[src/include/pir_defs.vh]
// Constants for the PCI interrupt rerouter block
`ifndef PIR_DEFS_VH
`define PIR_DEFS_VH
`define PIR_ADDR_W      4
`define PIR_DATA_W      32
`define PIR_REG_ROUTE   4'h0
`define PIR_REG_CTRL    4'h1
`define PIR_REG_STATUS  4'h2
`define PIR_REG_MASK    4'h3
`define PIR_REG_LEVELS  4'h4
`define PIR_SEL_W       4
`define PIR_SEL_APIC    4'h0
`define PIR_SEL_A_LSB   0
`define PIR_SEL_B_LSB   4
`define PIR_SEL_C_LSB   8
`define PIR_SEL_D_LSB   12
`define PIR_ROUTE_USED  16
`define PIR_CTRL_IRQ0   0
`define PIR_CTRL_W      1
`define PIR_ROUTE_RST   32'h0000_0000
`define PIR_EVT_W       6
`define PIR_EVT_PERR    0
`define PIR_EVT_SERR    1
`define PIR_EVT_OTHER   2
`define PIR_EVT_IDE     3
`define PIR_EVT_LINE0   4
`define PIR_EVT_USB     5
`define PIR_IRQ_W       16
`define PIR_IRQ_IDE     14
`define PIR_APIC_W      24
`define PIR_APIC_IRQ0   2
`define PIR_APIC_PCI0   16
`define PIR_IRQ_LEGAL   16'hDEF8
`endif

[src/core/pir_line_router.v]
// One shared PCI line: collection, polarity and destination select
`timescale 1ns/1ps
`default_nettype none
`include "pir_defs.vh"
module pir_line_router
(
  input  wire [5:0]              slot_pins_n, // Active-low slot pins
  input  wire                    extra_req,   // Onboard request, high
  input  wire [`PIR_SEL_W-1:0]   sel,         // 0 = APIC, else IRQ no.
  output wire                    line_n,      // Wired shared level
  output wire                    apic_req,    // APIC input, high
  output wire [`PIR_IRQ_W-1:0]   irq_req      // One-hot ISA request
);
  wire active;                         // Line asserted by any source
  wire legal;                          // Selected IRQ is routable
  wire [`PIR_IRQ_W-1:0] legal_map;     // One bit per routable IRQ
  assign active = (~&slot_pins_n) | extra_req;
  assign line_n = ~active;
  // Only the listed IRQs accept a redirect; others fall back to APIC
  assign legal_map = `PIR_IRQ_LEGAL;
  assign legal = legal_map[sel];
  // Redirected line leaves the APIC input idle and drives its one-hot IRQ bit high
  assign apic_req = active & ~(legal & (sel != `PIR_SEL_APIC));
  assign irq_req = (active & legal & (sel != `PIR_SEL_APIC))
                   ? (16'h0001 << sel) : 16'h0000;
endmodule // pir_line_router
`default_nettype wire

[src/core/pir_top.v]
// Top of the PCI interrupt rerouter, error SMI and register port
`timescale 1ns/1ps
`default_nettype none
`include "pir_defs.vh"
module pir_top
(
  input  wire                    sys_clk,        // 10 MHz clock
  input  wire                    rst,            // Async reset, high
  input  wire [`PIR_ADDR_W-1:0]  reg_addr,       // Register word index
  input  wire [`PIR_DATA_W-1:0]  reg_wdata,      // Write data
  input  wire                    reg_wr,         // Write strobe
  input  wire                    reg_rd,         // Read strobe
  output reg  [`PIR_DATA_W-1:0]  reg_rdata,      // Read data, next cycle
  input  wire [5:0]              pin_a_n,        // Slot pins for line A
  input  wire [5:0]              pin_b_n,        // Slot pins for line B
  input  wire [5:0]              pin_c_n,        // Slot pins for line C
  input  wire [5:0]              pin_d_n,        // Slot pins for line D
  input  wire                    usb_req,        // USB request, high
  input  wire                    scsi_req_n,     // SCSI request, low
  input  wire                    lan_req_n,      // Network request, low
  input  wire                    irq0_req,       // Legacy timer request
  input  wire                    ide_primary_req,   // Primary IDE
  input  wire                    ide_secondary_req, // Secondary IDE
  input  wire                    pci_perr_n,     // Parity error, low
  input  wire                    pci_serr_n,     // System error, low
  input  wire                    other_err,      // Other error, high
  output reg                     shared_pci_irq_line_a, // Level, low
  output reg                     shared_pci_irq_line_b, // Level, low
  output reg                     shared_pci_irq_line_c, // Level, low
  output reg                     shared_pci_irq_line_d, // Level, low
  output reg  [`PIR_IRQ_W-1:0]   pic_irq,        // PIC request lines
  output reg                     board_extra_request_1, // Secondary IDE
  output reg  [`PIR_APIC_W-1:0]  apic_in,        // APIC inputs
  output reg                     sys_mgmt_irq_n, // SMI, active low
  output reg                     irq_out         // Block interrupt
);
  // Slot order per line: P1,P2,P3,P4,S1,S2 as wired on the board
  // Route register: four 4-bit selects, line A in the low nibble
  // Path through the block, all on the one PCI-rate clock:
  //  - four line routers gather slot pins and onboard requests
  //  - each router steers its line to the APIC or to one ISA IRQ
  //  - the merged requests are registered before they leave
  //  - the error inputs fold into one management interrupt
  //  - a small register port holds steering, enables and events
  // Every output is a flop, so the controllers downstream never see
  // the glitches of the wide OR trees in front of them. The price is
  // one clock of latency on every path, which is far below what any
  // interrupt service routine can notice.

  // Software-visible registers
  reg  [`PIR_DATA_W-1:0]         route;          // Destination selects
  reg  [`PIR_CTRL_W-1:0]         ctrl;           // IRQ0 enable
  reg  [`PIR_EVT_W-1:0]          status;         // Sticky events
  reg  [`PIR_EVT_W-1:0]          mask;           // Event enables

  // Event tracking
  reg  [`PIR_EVT_W-1:0]          ev_prev;        // Last cycle levels
  wire [`PIR_EVT_W-1:0]          ev_now;         // Event levels
  wire [`PIR_EVT_W-1:0]          ev_rise;        // Event edges
  wire [`PIR_EVT_W-1:0]          next_status_w;  // Status next cycle
  wire [`PIR_EVT_W-1:0]          pending;        // Unmasked events

  // Per-line router results
  wire [3:0]                     line_n;         // Wired line levels
  wire [3:0]                     apic_pci;       // Per line APIC drive
  wire [`PIR_IRQ_W-1:0]          irq_a;          // Line A redirect
  wire [`PIR_IRQ_W-1:0]          irq_b;          // Line B redirect
  wire [`PIR_IRQ_W-1:0]          irq_c;          // Line C redirect
  wire [`PIR_IRQ_W-1:0]          irq_d;          // Line D redirect

  // Merged next values
  reg  [`PIR_IRQ_W-1:0]          next_pic_irq;   // Combined requests
  reg  [`PIR_APIC_W-1:0]         next_apic_in;   // Combined APIC
  reg  [`PIR_DATA_W-1:0]         next_reg_rdata; // Read data next cycle
  wire                           err_any;        // Any error active
  wire                           stat_rd;        // Status read now

  // Line A: USB is ORed in here, inside the bridge
  // Slot pin order in pin_a_n follows the board's rotation table
  pir_line_router u_line_a
  (
    .slot_pins_n (pin_a_n),
    .extra_req   (usb_req),
    .sel         (route[`PIR_SEL_A_LSB +: `PIR_SEL_W]),
    .line_n      (line_n[0]),
    .apic_req    (apic_pci[0]),
    .irq_req     (irq_a)
  );
  // Line B: SCSI controller shares it
  // Onboard SCSI request is low-true, so it is inverted here
  pir_line_router u_line_b
  (
    .slot_pins_n (pin_b_n),
    .extra_req   (~scsi_req_n),
    .sel         (route[`PIR_SEL_B_LSB +: `PIR_SEL_W]),
    .line_n      (line_n[1]),
    .apic_req    (apic_pci[1]),
    .irq_req     (irq_b)
  );
  // Line C: network controller shares it
  // Onboard network request is low-true, so it is inverted here
  pir_line_router u_line_c
  (
    .slot_pins_n (pin_c_n),
    .extra_req   (~lan_req_n),
    .sel         (route[`PIR_SEL_C_LSB +: `PIR_SEL_W]),
    .line_n      (line_n[2]),
    .apic_req    (apic_pci[2]),
    .irq_req     (irq_c)
  );
  // Line D: slots only
  // No onboard device shares this line, so the extra input is tied off
  pir_line_router u_line_d
  (
    .slot_pins_n (pin_d_n),
    .extra_req   (1'b0),
    .sel         (route[`PIR_SEL_D_LSB +: `PIR_SEL_W]),
    .line_n      (line_n[3]),
    .apic_req    (apic_pci[3]),
    .irq_req     (irq_d)
  );

  // Any error source that would give NMI gives SMI instead
  // Bus error pins are low-true; the other source is high-true
  assign err_any = ~pci_perr_n | ~pci_serr_n | other_err;

  // Event levels watched by the status register, one bit per source
  assign ev_now[`PIR_EVT_PERR]  = ~pci_perr_n;
  assign ev_now[`PIR_EVT_SERR]  = ~pci_serr_n;
  assign ev_now[`PIR_EVT_OTHER] = other_err;
  assign ev_now[`PIR_EVT_IDE]   = ide_primary_req;
  assign ev_now[`PIR_EVT_LINE0] = ~line_n[0];
  assign ev_now[`PIR_EVT_USB]   = usb_req;
  assign ev_rise = ev_now & ~ev_prev;
  // A status read clears it; decoded here so a new set can still win
  assign stat_rd = reg_rd & (reg_addr == `PIR_REG_STATUS);

  // Legacy request merge; redirects only ever land on the PIC side
  always @*
  begin
    next_pic_irq = irq_a | irq_b | irq_c | irq_d;
    // IRQ0 comes straight from the timer; no line may claim it
    next_pic_irq[0] = irq0_req;
    next_pic_irq[`PIR_IRQ_IDE] = next_pic_irq[`PIR_IRQ_IDE]
                                 | ide_primary_req;
  end

  // APIC inputs: PCI lines on 16-19, timer on 2 when enabled
  always @*
  begin
    next_apic_in = {`PIR_APIC_W{1'b0}};
    next_apic_in[`PIR_APIC_PCI0+3:`PIR_APIC_PCI0] = apic_pci;
    // Firmware must set the enable first, else input 2 stays low
    next_apic_in[`PIR_APIC_IRQ0] = irq0_req
                                   & ctrl[`PIR_CTRL_IRQ0];
  end

  // Shared line outputs; one cycle of latency keeps pins glitch free
  always @(posedge sys_clk or posedge rst)
  begin
    if (rst)
    begin
      // Idle level of an active-low wired line is high
      shared_pci_irq_line_a <= 1'b1;
      shared_pci_irq_line_b <= 1'b1;
      shared_pci_irq_line_c <= 1'b1;
      shared_pci_irq_line_d <= 1'b1;
    end
    else
    begin
      shared_pci_irq_line_a <= line_n[0];
      shared_pci_irq_line_b <= line_n[1];
      shared_pci_irq_line_c <= line_n[2];
      shared_pci_irq_line_d <= line_n[3];
    end
  end

  // Legacy request lines toward the PIC pair
  always @(posedge sys_clk or posedge rst)
  begin
    if (rst)
    begin
      pic_irq               <= {`PIR_IRQ_W{1'b0}};
      board_extra_request_1 <= 1'b0;
    end
    else
    begin
      pic_irq               <= next_pic_irq;
      // Secondary IDE has no channel here, but the pin stays wired
      board_extra_request_1 <= ide_secondary_req;
    end
  end

  // Advanced controller inputs; idle until a line or IRQ0 asks
  always @(posedge sys_clk or posedge rst)
  begin
    if (rst)
      apic_in <= {`PIR_APIC_W{1'b0}};
    else
      apic_in <= next_apic_in;
  end

  // Management interrupt; a level, held while any error is active
  always @(posedge sys_clk or posedge rst)
  begin
    if (rst)
      sys_mgmt_irq_n <= 1'b1;
    else
      sys_mgmt_irq_n <= ~err_any;
  end

  // Configuration writes: steering and IRQ0 enable are software set
  always @(posedge sys_clk or posedge rst)
  begin
    if (rst)
    begin
      route <= `PIR_ROUTE_RST;
      ctrl  <= {`PIR_CTRL_W{1'b0}};
      mask  <= {`PIR_EVT_W{1'b0}};
    end
    else if (reg_wr)
    begin
      case (reg_addr)
        `PIR_REG_ROUTE:
        begin
          // Upper half has no lines behind it and always reads zero
          route <= {{(`PIR_DATA_W-`PIR_ROUTE_USED){1'b0}},
                    reg_wdata[`PIR_ROUTE_USED-1:0]};
        end
        `PIR_REG_CTRL:
        begin
          ctrl <= reg_wdata[`PIR_CTRL_W-1:0];
        end
        `PIR_REG_MASK:
        begin
          mask <= reg_wdata[`PIR_EVT_W-1:0];
        end
        default:
        begin
          // Read-only or unmapped: ignored
        end
      endcase
    end
  end

  // Edge detector memory; resets to the idle level of every event
  always @(posedge sys_clk or posedge rst)
  begin
    if (rst)
      ev_prev <= {`PIR_EVT_W{1'b0}};
    else
      ev_prev <= ev_now;
  end

  // Sticky status; a new edge wins over the read that clears
  always @(posedge sys_clk or posedge rst)
  begin
    if (rst)
      status <= {`PIR_EVT_W{1'b0}};
    else
      status <= next_status_w;
  end

  // Next status, shared with the interrupt flop so both move together
  assign next_status_w = stat_rd ? ev_rise : (status | ev_rise);
  // Only enabled events may raise the block interrupt
  assign pending = next_status_w & mask;

  // Interrupt output: any unmasked sticky bit
  always @(posedge sys_clk or posedge rst)
  begin
    if (rst)
      irq_out <= 1'b0;
    else
      irq_out <= |pending;
  end

  // Read mux; an idle cycle returns zero so stale data never linger
  always @*
  begin
    next_reg_rdata = {`PIR_DATA_W{1'b0}};
    if (reg_rd)
    begin
      // Status clears on this same strobe, in the status process
      case (reg_addr)
        `PIR_REG_ROUTE:  next_reg_rdata = route;
        `PIR_REG_CTRL:   next_reg_rdata = {31'h0, ctrl};
        `PIR_REG_STATUS: next_reg_rdata = {26'h0, status};
        `PIR_REG_MASK:   next_reg_rdata = {26'h0, mask};
        `PIR_REG_LEVELS: next_reg_rdata = {28'h0, ~line_n};
        default:         next_reg_rdata = {`PIR_DATA_W{1'b0}};
      endcase
    end
  end

  // Read port: data appear in the cycle after the strobe only
  always @(posedge sys_clk or posedge rst)
  begin
    if (rst)
      reg_rdata <= {`PIR_DATA_W{1'b0}};
    else
      reg_rdata <= next_reg_rdata;
  end
endmodule // pir_top
`default_nettype wire

[config.mk]
export PLATFORM = sky130hd
export DESIGN_NAME = pir_top
export DESIGN_NICKNAME = d
export VERILOG_FILES = /design/src/core/pir_line_router.v /design/src/core/pir_top.v
export VERILOG_INCLUDE_DIRS = /design/src /design/src/include
export SDC_FILE = /design/constraint.sdc
export NUM_CORES = 1
export LEC_CHECK = 0
export BUFFER_PORTS_ARGS = -buffer_cell sky130_fd_sc_hd__buf_2
export CORE_UTILIZATION = 43
export CTS_CLUSTER_SIZE = 24
export DETAILED_ROUTE_END_ITERATION = 8
export PLACE_DENSITY = 0.76
export SLEW_MARGIN = 25
export SYNTH_ARGS = -nofsm -noshare
export SYNTH_HDL_FRONTEND = slang
export SYNTH_SLANG_ARGS = --single-unit
[constraint.sdc]
create_clock -name sys_clk -period 2.5 [get_ports sys_clk]
set_clock_uncertainty 0.05 [all_clocks]
set_input_delay 0.375 -clock sys_clk [delete_from_list [all_inputs] [get_ports sys_clk]]
set_output_delay 0.375 -clock sys_clk [all_outputs]
set_load 0.05 [all_outputs]
==> out/qor.csv <==
metric,value,unit
"Clk Latency, worst-skew pair",0.35,ns
initial antenna violation count,0,
Rel. slew slack,64.4,%
final-report hold violation count,0,
register bit total from synthesis,79,
Final Cycle Share,71.6,%
arrival time at the worst endpoint,1.97,ns
global-route wire length before repair,11.8,mm
CTS max path bufs,2,
gr usage total,17.5,%
ANT nets after route,0,
CTS Buf Count,9,
routed len/inst,13.7,µm
"commonest cells after routing, fill and taps aside","buf_2 (100), dfrtp_1 (74), conb_1 (39), nor2_1 (28), mux2_2 (23)",
DPL Wire Length,5.72,mm
Max IR drop VDD,0.312,mV
1st-pass router iterations,5,
R2R cell count,3,
Die ar.,8850,µm²
DRC Markers,0,
TritonCTS clock tree,done,
Layout Utilization,53.2,%
Die W,94.1,µm
worst-path fanout max,8,
"commonest non-fill, non-tap cell in the layout",buf_2,
IO Port Bufs,100,
max-cap viol count,0,
Hold EP,board_extra_request_1,
CTS hold repair buffers,1,
Root Driver,clkbuf_8,
core area,8220,µm²
reg-to-reg setup timing slack,0.89,ns
Pwr Density,859,nW/µm²
startpoint types,input pin,
Worst-Margin Slew,0.533,ns
cell row count,33,
vias in the first global route,2431,
number of synthesized flops with an enable pin,0,
Post-CTS Resized,0,
Async SR Flop Fraction,100,%
synthesized cell area,3650,µm²
initial core utilization,44.4,%
fillers,744,
Critical Path End Type,flop,
H-tree depth,3,
status,completed,
setup_tns,0,ns
Post-CTS Setup Inserts,0,
Avg Inst Size Synth,11.1,µm²
Reg-to-Reg End,pic_irq[3],
"Min Clock Period, post-route",1.79,ns
Cells after Synth,329,
"Top FF cell, synth",dfrtp_1,
Via Count,2704,
required time worst endpoint,2.68,ns
Clock transition at path regs,0.09,ns
Setup CP Type,in -> reg,
hold crit path type,in -> reg,
Fmax achieved,0.558,GHz
Vias/cell,4.96,
leakage,2.20,nW
Layout area overhead,19.8,%
Setup Viol. Count Final,0,
DRT iter0 DRCs,139,
pin count of the biggest net entering global routing,52,
I/O pin cnt,152,
warning count from the yosys run,0,
diodes inserted,0,
Synth cell types,46,
chip height,94.1,µm
Congestion Overflow GR,0,
Placer Congestion,0.937,
Sequential Area,1980,µm²
sequential element share of the synthesized area,54.4,%
layout cell share with drive strength beyond 1,35.0,%
WL final,7.46,mm
worst r2r src,route[5],
RSZ-0062 raised after global routing,false,
area occupied by multi-input gates,1450,µm²
Sink Count,79,
final slew viol count,0,
nets,508,
Worst Hold Depth,1,
min-delay src,ide_secondary_req,
[state kept, by name, summed over array words and instances, names as in the netlist, 5 cells and up]
register / flops
reg_rdata: 16
route: 16
pic_irq: 16
ev_prev: 6
status: 6
mask: 6
apic_in: 5
[Yosys cell counts, types with 8 or more instances]
| master | instances | share of area (%) |
|---|---|---|
| buf_4 | 35 | 7.2 |
| dfrtp_1 | 74 | 51 |
| nand4_1 | 8 | 1.4 |
| nor2b_1 | 11 | 1.9 |
| and2_1 | 14 | 2.4 |
| nor2_1 | 28 | 2.9 |
| nand3_1 | 13 | 1.8 |
| mux2_2 | 23 | 7.1 |
| clkbuf_1 | 14 | 1.4 |
| nand2_1 | 14 | 1.4 |
[worst max-delay path by stage]
stage | start | end | slack (ns) | depth (start not counted)
floorplan | rst | apic_in[16] | 0.06 | 1
global placement | reg_addr[2] | irq_out | 0.37 | 6
detailed placement | reg_addr[2] | irq_out | 0.35 | 6
CTS | reg_addr[2] | irq_out | 0.72 | 6
global route | reg_addr[2] | irq_out | 0.63 | 6
finish | reg_addr[2] | irq_out | 0.71 | 6
[critical path, stage by stage]
cell,delay (ns)
buf_2,0.14
or3b_4,0.41
or2_1,0.36
o2bb2ai_2,0.18
a222oi_1,0.39
nand3b_1,0.11
[metrics by stage]
step | setup WS (ns) | power, mW | hold slack (ns) | cells | area (µm²)
6_report | 0.709 | 3.75 | 0.0765 | 545 | 4370
5_1_grt | 0.627 | 3.95 | 0.0608 | 545 | 4370
4_1_cts | 0.718 | 3.79 | 0.0651 | 545 | 4370
3_5_place_dp | 0.346 | 2.83 | 0.365 | 528 | 4150
2_1_floorplan | 0.0599 | 2.58 | 0.356 | 367 | 3790
3_3_place_gp | 0.372 | 2.80 | 0.363 | 528 | 4150
[routing by layer]
metal  vias up  wire length, µm  GRT usage [%]
met1      1277             3210           23.5
li1       1288                -              -
met3         9              587           3.48
met2       130             3560           27.1
met5         -                0              0
met4         0              104           8.21
[final cells by class]
type,instances,area share [%]
repair buffers,107,13.0
well taps,105,3.01
inverters,8,0.716
multi-input cells,230,33.2
flip-flops and latches,79,45.4
clock inverters,7,1.86
clock buffers,9,2.84
[cell families (layout without fill, tap and decap cells)]
family | Yosys count | count (layout) | share of synthesized area (%)
AOI/OAI and AO/OA | 41 | 41 | 8.44
adders and majority gates | 2 | 2 | 0.549
buffers and inverters | 58 | 131 | 9.78
DFF | 79 | 79 | 54.4
muxes | 29 | 29 | 9.09
other | 1 | 39 | 0.103
and+or+nand+nor | 119 | 119 | 17.6
[where the power goes]
group	internal (mW)	switching, mW	leakage (nW)
clock network	0.475	0.480	0.106
registers	1.47	0.187	0.964
logic	0.356	0.781	1.13
Note: power is estimated with default switching activity, not from simulation.
